File: config.mk
export PLATFORM = sky130hd
export DESIGN_NAME = ifc_irq_ctrl
export DESIGN_NICKNAME = d
export VERILOG_FILES = /design/src/design/ifc_pkg.sv /design/src/design/ifc_sticky_flag.sv /design/src/design/ifc_irq_ctrl.sv
export SDC_FILE = /design/constraint.sdc
export NUM_CORES = 1
export LEC_CHECK = 0
export BUFFER_PORTS_ARGS = -buffer_cell sky130_fd_sc_hd__buf_2
export CORE_ASPECT_RATIO = 1.25
export CORE_MARGIN = 4
export CORE_UTILIZATION = 37
export CTS_BUF_LIST = sky130_fd_sc_hd__clkbuf_2
export CTS_CLUSTER_SIZE = 10
export DETAILED_ROUTE_END_ITERATION = 10
export PLACE_DENSITY = 0.78
export SYNTH_ARGS = -nofsm -noshare
export SYNTH_HDL_FRONTEND = slang
export SYNTH_HIERARCHICAL = 1
export SYNTH_SLANG_ARGS = --single-unit
File: constraint.sdc
create_clock -name pclk -period 1.5 [get_ports pclk]
set_input_delay 0.075 -clock pclk [delete_from_list [all_inputs] [get_ports pclk]]
set_output_delay 0.075 -clock pclk [all_outputs]
set_load 0.02 [all_outputs]
File: src/design/ifc_pkg.sv
package ifc_pkg;

   localparam int ADDR_W = 8;
   localparam int DATA_W = 32;
   localparam int LEVEL_W = 5;
   localparam int TRIG_W = 4;
   localparam int NUM_OVR = 2;

   localparam logic [ADDR_W-1:0] OFS_IRQ_STATUS = 8'h38;
   localparam logic [ADDR_W-1:0] OFS_IRQ_MASK_BITS = 8'h3C;
   localparam logic [ADDR_W-1:0] OFS_RX_OVERRUN_CLEAR = 8'h40;
   localparam logic [ADDR_W-1:0] OFS_TX_OVERRUN_CLEAR = 8'h44;
   localparam logic [ADDR_W-1:0] OFS_RX_FIFO_TRIGGER_LEVEL = 8'h48;

   localparam int BIT_RX_AVAIL = 0;
   localparam int BIT_RX_OVERRUN = 1;
   localparam int BIT_TX_OVERRUN = 5;
   localparam int BIT_OVERRUN_FLAG = 0;

   localparam int OVR_RX = 0;
   localparam int OVR_TX = 1;

   localparam logic [DATA_W-1:0] IRQ_BITS_USED = 32'h0000_0023;
   localparam logic [DATA_W-1:0] IRQ_MASK_RST = 32'h0000_0023;
   localparam logic [TRIG_W-1:0] RX_TRIGGER_RST = 4'h3;
   localparam logic OVERRUN_FLAG_RST = 1'b1;
   localparam logic [DATA_W-1:0] DATA_ZERO = 32'h0000_0000;

   typedef struct packed {
      logic rx_wr;
      logic rx_full;
      logic tx_wr;
      logic tx_full;
      logic [LEVEL_W-1:0] rx_level;
   } ifc_fifo_evt_t;

   typedef enum logic [1:0] {
      IFC_APB_IDLE = 2'b00,
      IFC_APB_SETUP = 2'b01,
      IFC_APB_ACCESS = 2'b10
   } ifc_apb_phase_t;

endpackage : ifc_pkg

File: src/design/ifc_sticky_flag.sv
`timescale 1ns/100ps
module ifc_sticky_flag #(
   parameter logic RST_VAL = 1'b0
) (
   input wire logic pclk,
   input wire logic presetn,
   input wire logic set,
   input wire logic clr,
   output logic flag
);

   logic flag_ff;
   logic nxt_flag;

   // A set arriving together with a clear keeps the flag, so no event is lost.
   always_comb begin
      nxt_flag = flag_ff;
      if (clr) begin
         nxt_flag = 1'b0;
      end
      if (set) begin
         nxt_flag = 1'b1;
      end
   end

   always_ff @(posedge pclk or negedge presetn) begin
      if (!presetn) begin
         flag_ff <= RST_VAL;
      end else begin
         flag_ff <= nxt_flag;
      end
   end

   assign flag = flag_ff;

endmodule : ifc_sticky_flag

File: src/design/ifc_irq_ctrl.sv
// Register access over APB was left to the implementer.
`timescale 1ns/100ps
module ifc_irq_ctrl (
   input wire logic pclk,
   input wire logic presetn,
   input wire logic psel,
   input wire logic penable,
   input wire logic pwrite,
   input wire logic [ifc_pkg::ADDR_W-1:0] paddr,
   input wire logic [ifc_pkg::DATA_W-1:0] pwdata,
   output logic [ifc_pkg::DATA_W-1:0] prdata,
   output logic pready,
   output logic pslverr,
   input wire ifc_pkg::ifc_fifo_evt_t fifo_evt,
   output logic [ifc_pkg::TRIG_W-1:0] rx_trigger_level,
   output logic irq
);

   // Bus phase tracking.
   ifc_pkg::ifc_apb_phase_t phase_ff;
   ifc_pkg::ifc_apb_phase_t nxt_phase;

   // Register file state.
   logic [ifc_pkg::DATA_W-1:0] irq_mask_bits_ff;
   logic [ifc_pkg::DATA_W-1:0] nxt_irq_mask_bits;
   logic [ifc_pkg::TRIG_W-1:0] rx_trigger_field_ff;
   logic [ifc_pkg::TRIG_W-1:0] nxt_rx_trigger_field;
   logic rx_avail_status_ff;
   logic nxt_rx_avail_status;
   logic irq_ff;
   logic nxt_irq;
   logic [ifc_pkg::DATA_W-1:0] prdata_ff;
   logic [ifc_pkg::DATA_W-1:0] nxt_prdata;

   // Decode and access strobes.
   logic setup_rd;
   logic access;
   logic wr_en;
   logic rd_en;
   logic addr_hit;
   logic sel_status;
   logic sel_mask;
   logic sel_rx_ovr;
   logic sel_tx_ovr;
   logic sel_trig;
   logic setup_seen;

   // Overrun events and flags.
   logic [ifc_pkg::NUM_OVR-1:0] ovr_set;
   logic [ifc_pkg::NUM_OVR-1:0] ovr_clr;
   logic [ifc_pkg::NUM_OVR-1:0] ovr_flag;
   logic [ifc_pkg::NUM_OVR-1:0] ovr_view;
   logic [ifc_pkg::DATA_W-1:0] status_word;
   logic [ifc_pkg::DATA_W-1:0] read_word;
   logic [ifc_pkg::DATA_W-1:0] status_next_word;
   logic [ifc_pkg::DATA_W-1:0] pend_bits;
   logic [ifc_pkg::NUM_OVR-1:0] rd_clr;
   logic [ifc_pkg::NUM_OVR-1:0] w1c_clr;

   // One select per mapped register; every other address leaves all selects low.
   always_comb begin
      sel_status = 1'b0;
      sel_mask = 1'b0;
      sel_rx_ovr = 1'b0;
      sel_tx_ovr = 1'b0;
      sel_trig = 1'b0;
      unique case (paddr)
         ifc_pkg::OFS_IRQ_STATUS: begin
            sel_status = 1'b1;
         end
         ifc_pkg::OFS_IRQ_MASK_BITS: begin
            sel_mask = 1'b1;
         end
         ifc_pkg::OFS_RX_OVERRUN_CLEAR: begin
            sel_rx_ovr = 1'b1;
         end
         ifc_pkg::OFS_TX_OVERRUN_CLEAR: begin
            sel_tx_ovr = 1'b1;
         end
         ifc_pkg::OFS_RX_FIFO_TRIGGER_LEVEL: begin
            sel_trig = 1'b1;
         end
         default: begin
            sel_status = 1'b0;
         end
      endcase
   end

   assign addr_hit = sel_status | sel_mask | sel_rx_ovr | sel_tx_ovr | sel_trig;

   assign setup_rd = psel & ~penable & ~pwrite;
   // An access phase counts only right after its setup phase, so a stray penable
   // without a setup cycle neither writes nor clears anything.
   assign setup_seen = (phase_ff == ifc_pkg::IFC_APB_SETUP);
   assign access = psel & penable & setup_seen;
   assign wr_en = access & pwrite & addr_hit;
   assign rd_en = access & ~pwrite & addr_hit;

   // The slave never inserts wait states; unmapped addresses answer with an error.
   assign pready = 1'b1;
   assign pslverr = access & ~addr_hit;

   // Overrun means a write was attempted while the FIFO was already full.
   assign ovr_set[ifc_pkg::OVR_RX] = fifo_evt.rx_wr & fifo_evt.rx_full;
   assign ovr_set[ifc_pkg::OVR_TX] = fifo_evt.tx_wr & fifo_evt.tx_full;

   // Reads of the dedicated overrun registers clear their flag; writing a one to the
   // matching status bit clears it as well.
   assign rd_clr[ifc_pkg::OVR_RX] = rd_en & sel_rx_ovr;
   assign rd_clr[ifc_pkg::OVR_TX] = rd_en & sel_tx_ovr;
   assign w1c_clr[ifc_pkg::OVR_RX] = wr_en & sel_status & pwdata[ifc_pkg::BIT_RX_OVERRUN];
   assign w1c_clr[ifc_pkg::OVR_TX] = wr_en & sel_status & pwdata[ifc_pkg::BIT_TX_OVERRUN];
   assign ovr_clr = rd_clr | w1c_clr;

   genvar gi;
   generate
      for (gi = 0; gi < ifc_pkg::NUM_OVR; gi++) begin : g_ovr
         ifc_sticky_flag #(
            .RST_VAL(ifc_pkg::OVERRUN_FLAG_RST)
         ) u_flag (
            .pclk(pclk),
            .presetn(presetn),
            .set(ovr_set[gi]),
            .clr(ovr_clr[gi]),
            .flag(ovr_flag[gi])
         );
         // A read sampled in setup already sees an event landing that same edge.
         assign ovr_view[gi] = ovr_flag[gi] | ovr_set[gi];
      end
   endgenerate

   always_comb begin
      status_word = ifc_pkg::DATA_ZERO;
      status_word[ifc_pkg::BIT_RX_AVAIL] = rx_avail_status_ff;
      status_word[ifc_pkg::BIT_RX_OVERRUN] = ovr_flag[ifc_pkg::OVR_RX];
      status_word[ifc_pkg::BIT_TX_OVERRUN] = ovr_flag[ifc_pkg::OVR_TX];
   end

   always_comb begin
      status_next_word = status_word;
      status_next_word[ifc_pkg::BIT_RX_OVERRUN] = ovr_view[ifc_pkg::OVR_RX];
      status_next_word[ifc_pkg::BIT_TX_OVERRUN] = ovr_view[ifc_pkg::OVR_TX];
   end

   // Unmapped addresses and unused bits read as zero.
   always_comb begin
      read_word = ifc_pkg::DATA_ZERO;
      unique case (paddr)
         ifc_pkg::OFS_IRQ_STATUS: begin
            read_word = status_next_word;
         end
         ifc_pkg::OFS_IRQ_MASK_BITS: begin
            read_word = irq_mask_bits_ff;
         end
         ifc_pkg::OFS_RX_OVERRUN_CLEAR: begin
            read_word[ifc_pkg::BIT_OVERRUN_FLAG] = ovr_view[ifc_pkg::OVR_RX];
         end
         ifc_pkg::OFS_TX_OVERRUN_CLEAR: begin
            read_word[ifc_pkg::BIT_OVERRUN_FLAG] = ovr_view[ifc_pkg::OVR_TX];
         end
         ifc_pkg::OFS_RX_FIFO_TRIGGER_LEVEL: begin
            read_word[ifc_pkg::TRIG_W-1:0] = rx_trigger_field_ff;
         end
         default: begin
            read_word = ifc_pkg::DATA_ZERO;
         end
      endcase
   end

   // Bus phase, used to qualify the access phase.
   always_comb begin
      nxt_phase = ifc_pkg::IFC_APB_IDLE;
      if (psel && !penable) begin
         nxt_phase = ifc_pkg::IFC_APB_SETUP;
      end else if (psel && penable) begin
         nxt_phase = ifc_pkg::IFC_APB_ACCESS;
      end
   end

   always_ff @(posedge pclk or negedge presetn) begin
      if (!presetn) begin
         phase_ff <= ifc_pkg::IFC_APB_IDLE;
      end else begin
         phase_ff <= nxt_phase;
      end
   end

   // Read data is captured at the setup edge and stands through the access phase.
   // The read-to-clear acts one edge later, so the flag shown is never lost.
   always_comb begin
      nxt_prdata = prdata_ff;
      if (setup_rd) begin
         nxt_prdata = read_word;
      end
   end

   always_ff @(posedge pclk or negedge presetn) begin
      if (!presetn) begin
         prdata_ff <= ifc_pkg::DATA_ZERO;
      end else begin
         prdata_ff <= nxt_prdata;
      end
   end

   // Interrupt mask, one bit per status bit; a one masks. Unbuilt bits stay zero.
   always_comb begin
      nxt_irq_mask_bits = irq_mask_bits_ff;
      if (wr_en && sel_mask) begin
         nxt_irq_mask_bits = pwdata & ifc_pkg::IRQ_BITS_USED;
      end
   end

   always_ff @(posedge pclk or negedge presetn) begin
      if (!presetn) begin
         irq_mask_bits_ff <= ifc_pkg::IRQ_MASK_RST;
      end else begin
         irq_mask_bits_ff <= nxt_irq_mask_bits;
      end
   end

   // Receive trigger level.
   always_comb begin
      nxt_rx_trigger_field = rx_trigger_field_ff;
      if (wr_en && sel_trig) begin
         nxt_rx_trigger_field = pwdata[ifc_pkg::TRIG_W-1:0];
      end
   end

   always_ff @(posedge pclk or negedge presetn) begin
      if (!presetn) begin
         rx_trigger_field_ff <= ifc_pkg::RX_TRIGGER_RST;
      end else begin
         rx_trigger_field_ff <= nxt_rx_trigger_field;
      end
   end

   // Data-available status. The fill level is one bit wider than the trigger, so a
   // completely full FIFO always counts as having reached any trigger.
   always_comb begin
      nxt_rx_avail_status = (fifo_evt.rx_level >= {1'b0, rx_trigger_field_ff});
   end

   always_ff @(posedge pclk or negedge presetn) begin
      if (!presetn) begin
         rx_avail_status_ff <= 1'b0;
      end else begin
         rx_avail_status_ff <= nxt_rx_avail_status;
      end
   end

   // Pending interrupt per status bit; only built bits can ever be pending.
   genvar gb;
   generate
      for (gb = 0; gb < ifc_pkg::DATA_W; gb++) begin : g_pend
         assign pend_bits[gb] = status_word[gb] & ~irq_mask_bits_ff[gb] & ifc_pkg::IRQ_BITS_USED[gb];
      end
   endgenerate

   // The output is registered, so it follows its cause by one cycle and never glitches.
   always_comb begin
      nxt_irq = |pend_bits;
   end

   always_ff @(posedge pclk or negedge presetn) begin
      if (!presetn) begin
         irq_ff <= 1'b0;
      end else begin
         irq_ff <= nxt_irq;
      end
   end

   assign prdata = prdata_ff;
   assign rx_trigger_level = rx_trigger_field_ff;
   assign irq = irq_ff;

endmodule : ifc_irq_ctrl

Yosys cells after proc, flatten, opt, wreduce, memory -nomap -nowiden
Index checks and enable logic that the tools add are counted.

storage, ports and cells
  register bits after elaboration = 45
  output and inout port bits = 39
  word-level logic and storage cells = 69

operators by class
  order comparisons = 1
  equality and inequality tests = 6
  mux-type cells = 14
  bitwise gates (word level) = 32
  reduce and logical (&&, ||, !) cells = 8

operators by type and width
  kind                                            count
  == test 8 x 7 -> 1 bit (second input constant)  3
  bitwise AND 1 bit                               19
  == test 8 x 6 -> 1 bit (second input constant)  2
  2-to-1 mux 1 bit                                9
  one-hot mux 3 bit (3 select lines)              1
  NOT 1 bit                                       6
  bitwise OR 1 bit                                6
  greater-or-equal comparator 5 x 4 -> 1 bit      1
  one-hot mux 1 bit (5 select lines)              1
  logical AND 1 bit                               4
  2-to-1 mux 2 bit                                2
  one-hot mux 2 bit (2 select lines)              1
  nonzero test 2 bit                              2
  OR reduction 3 bit                              1
  == test 2 x 1 -> 1 bit (second input constant)  1
  bitwise OR 2 bit                                1
  zero test 1 bit                                 1

Depth between registers and ports, before layout
  word-level depth = 12
  mapped depth = 6
  gate-level depth less buffers = 6

Cells and area by module
Netlist, hierarchy kept.

modules (own cells, without submodules)
  module           times used  cells an instance  area each (um^2)  seq. area each (um^2)
  ifc_irq_ctrl     1           126                1167.4            406.6
  ifc_sticky_flag  2           3                  37.5              26.3

Worst setup path before layout
No wires, ideal clock.

  kind = input -> register
  from = in paddr[1] (netlist name)
  to = reg rx_trigger_field_ff (netlist bit rx_trigger_level[2])
  arrival time = 1554 ps
  slack = -179 ps
  stages = 4
  buffers on the path = 0
  cell sequence = or3_4 or4_4 nor3_4 mux2_2

between the ends
  word-level cells in the longest chain between the ends = 8
  elaborated cells between the ends (all ways) = 16

RTL lines
  what                            line                 RTL
  from (decl)                     ifc_irq_ctrl.sv:9    input wire logic [ifc_pkg::ADDR_W-1:0] paddr,
  == test 8 x 6 -> 1 bit          ifc_irq_ctrl.sv:67   unique case (paddr)
  2-to-1 mux 1 bit                ifc_irq_ctrl.sv:67
  bitwise OR 1 bit (4 in series)  ifc_irq_ctrl.sv:89   assign addr_hit = sel_status | sel_mask | sel_rx_ovr | sel_tx_ovr | sel_trig;
  bitwise AND 1 bit               ifc_irq_ctrl.sv:96   assign wr_en = access & pwrite & addr_hit;
  logical AND 1 bit (*)           ifc_irq_ctrl.sv:224  if (wr_en && sel_trig) begin
  to (signal assigned)            ifc_irq_ctrl.sv:231  rx_trigger_field_ff <= ifc_pkg::RX_TRIGGER_RST;
  to (signal assigned)            ifc_irq_ctrl.sv:233  rx_trigger_field_ff <= nxt_rx_trigger_field;
  to (decl)                       ifc_irq_ctrl.sv:26   logic [ifc_pkg::TRIG_W-1:0] rx_trigger_field_ff;

Every way passes the cells marked *; elsewhere a longest branch is shown, timed or not.
A chain may end at the register's enable or synchronous reset.

Worst setup path in the final report
  from = reg rx_trigger_field_ff (netlist bit rx_trigger_level[0])
  to = reg rx_avail_status_ff

between the ends
  word-level cells in the longest chain between the ends = 1

RTL lines
  what                                        line                 RTL
  greater-or-equal comparator 5 x 4 -> 1 bit  ifc_irq_ctrl.sv:240  nxt_rx_avail_status = (fifo_evt.rx_level >= {1'b0, rx_trigger_field_ff});
  named net nxt_rx_avail_status               ifc_irq_ctrl.sv:29   logic nxt_rx_avail_status;
  to (signal assigned)                        ifc_irq_ctrl.sv:247  rx_avail_status_ff <= nxt_rx_avail_status;
  to (decl)                                   ifc_irq_ctrl.sv:28   logic rx_avail_status_ff;

The timed path passes the listed nets, and every way through them passes these cells.

==> results.json <==
{
  "rows": 23,
  "synth_cell_types": 34,
  "synth-async-reset-ratio_pct": 100.0,
  "critical_path_class": "flip-flop to flip-flop",
  "cts_buffers": 3,
  "clock_path_buffers": 2,
  "cap_viol_max_count": 0,
  "drc": 0,
  "hold_viol": 0,
  "avgRoutedWirePerCell_um": 12.23,
  "syn_area_um2": 1242,
  "ys_seq_area_share_pct": 36.96,
  "synth_cells": 132,
  "drt_iter0_markers": 30,
  "port_buffers": 37,
  "drive_gt1_share_pct": 42.71,
  "arrival_ns": 1.77,
  "final_cell_area_um2": 1618,
  "n_antenna_cell": 0,
  "powerDensity_nw_per_um2": 580.2,
  "die_w_um": 59.83,
  "gp_congestion": 0.7641,
  "finalClockSkew_ns": 0.01341,
  "ios": 93,
  "fp.dieArea_um2": 4355,
  "status": "finished, violations left",
  "layout.nets": 251,
  "cts.sinks": 18,
  "dieHeight_um": 72.79,
  "synth-edff-count": 0,
  "finalWorstSetupSlack_ns": -0.07455,
  "rsz0062_at_grt": "true",
  "grt_first_pass_wirelength_mm": 4.243,
  "p_leak_nw": 0.8080,
  "initial_core_util_pct": 38.55,
  "vias": 1047,
  "postRouteAntennaNets": 0,
  "worstHoldPathType": "input port to flip-flop",
  "finalPower_w": 0.0009387,
  "fin_util_pct": 50.19,
  "antenna_found_initial": 0,
  "synth_ff_type": "dfrtp_1",
  "timing.rr.start": "rx_trigger_level[0]",
  "syn_area_per_cell_um2": 9.412,
  "overflow": 0,
  "yosys_warnings": 6,
  "reg2reg_slack_ns": -0.07,
  "slew_violations": 0,
  "required_ns": 1.70,
  "worst_setup_path_start_kind": "flip-flop",
  "violations": "setup timing",
  "grt_usage_pct": 12.75,
  "drt_wl_total_mm": 2.801,
  "cts_tree": "done",
  "dp_hpwl_mm": 2.179,
  "htreeDepth": 1,
  "clk_latency_ns": 0.30,
  "viasPerCell": 4.572,
  "ir_drop_uv": 358.1,
  "syn2layout_area_growth_pct": 30.21,
  "cp_max_fo": 2,
  "clkTransAtPathRegs_ns": 0.17,
  "grt_pass1_vias": 973,
  "setup_viol": 4,
  "core_region_area_um2": 3223,
  "root_buffer": "clkbuf_2",
  "cp-end-kind": "flip-flop",
  "fmax_mhz": 635.1,
  "drt_first_pass_iters": 4,
  "grt_max_degree": 19,
  "period_minus_slack_ns": 1.575,
  "period_share_pct": 105.0,
  "ys_seq_elements": 18,
  "startpoint": "rx_trigger_level[0]",
  "min_from": "psel",
  "dpl_cell_area_um2": 1459
}
[stage by stage]
stage,TNS [ns],hold WS [ns],std cells,setup WS (ns)
3_3_place_gp,-2.202,0.01610,215,-0.2669
5_1_grt,-0.4738,0.002134,229,-0.1308
3_5_place_dp,-2.262,0.01764,215,-0.3068
6_report,-0.1786,0.01779,229,-0.07455
2_1_floorplan,-0.6686,-0.2206,158,-0.1437
4_1_cts,-0.09016,0.005361,227,-0.07766
[flip-flops by register name, summed over array words and instances, names as in the netlist]
name and count:
rx_avail_status_ff 1, irq_mask_bits_ff 3, rx_trigger_level 4, g_ovr.u_flag/flag 2, irq 1, phase_ff 2
prdata 5
[synth_stat cells (2+ instances only)]
library cell,number,area [um2]
nor3_1,2,10.01
nand2b_1,3,18.77
clkbuf_1,2,7.510
nand2_1,7,26.28
mux2_2,7,78.83
nor2_1,5,18.77
o22ai_1,2,12.51
nand4b_1,3,26.28
a31oi_1,2,12.51
o21ai_0,3,15.01
nand3_1,4,20.02
buf_4,28,210.2
and2_1,4,25.02
a21oi_1,2,10.01
dfstp_2,7,183.9
dfrtp_1,11,275.3
nor2b_1,2,12.51
a21o_1,4,30.03
inv_1,14,52.55
conb_1,2,7.510
a211oi_1,2,15.01
ha_1,4,50.05
[cells in the final DEF, fill, tap and decap left out, types with 4 or more instances in the layout]
cell type      Yosys  final
nand2_1            7      7
mux2_4             0      4
conb_1             2     28
a21o_1             4      4
and2_1             4      4
nand3_1            4      4
nor2_1             5      5
buf_4             28     18
inv_1             14     14
dlygate4sd3_1      0      6
dfrtp_1           11     11
buf_2              0     36
dfstp_2            7      7
[path summary, 6_finish.rpt]
path,endpoint,depth (start not counted)
setup / recovery,rx_avail_status_ff,5
hold / removal,phase_ff[1],2
setup reg to reg,rx_avail_status_ff,5
hold reg to reg,prdata[5],2
max in group asynchronous,rx_trigger_level[1],2
min in group asynchronous,prdata[5],2
[logic make-up after synthesis]
logic type	after synthesis	share of synthesized area, %
AO/OA/AOI/OAI	20	11.08
adder cells (fa/ha/maj)	4	4.028
buffers and inverters	44	21.75
flip-flops	18	36.96
multiplexers	7	6.345
other	2	0.6045
AND/OR/NAND/NOR	37	19.24
[timing repair]
item                                   in CTS  in global routing
endpoints found under the hold margin      24                  0
gates resized for setup                     3                  6
pin swaps                                   1                  3
setup endpoints to repair                   2                  7
hold buffers                                6                  0
setup buffers                               2                  2
[power breakdown]
group          total [W]  leakage [nW]  internal (W)  switching [W]
sequential      0.000506         0.210      0.000500     0.00000570
combinational   0.000230         0.583     0.0000812       0.000149
clock           0.000203        0.0140     0.0000579       0.000145
total           0.000939         0.808      0.000639       0.000299
[cell type report]
cell class | count | area [um2]
well taps | 37 | 46.29
fillers | 310 | 1605
clock buffers | 3 | 15.01
repair buffers | 60 | 375.4
inverters | 14 | 52.55
clock inverters | 1 | 3.754
flip-flops and latches | 18 | 459.2
multi-input cells | 96 | 665.6
[layer usage]
layer | vias up | wire length, um | global-route usage [%]
met4 | 0 | 39 | 4.926
met1 | 482 | 993 | 15.14
met3 | 6 | 216 | 2.124
met2 | 49 | 1551 | 22.36
li1 | 510 | - | -
met5 | - | 0 | 0
[critical path, stage by stage, from the launching register on]
cell and delay (ns):
dfstp_2 0.60, ha_4 0.20, nand2b_4 0.13, a21o_1 0.14, a21o_1 0.15, a211o_1 0.25
Power figures use the tool's default switching activity.
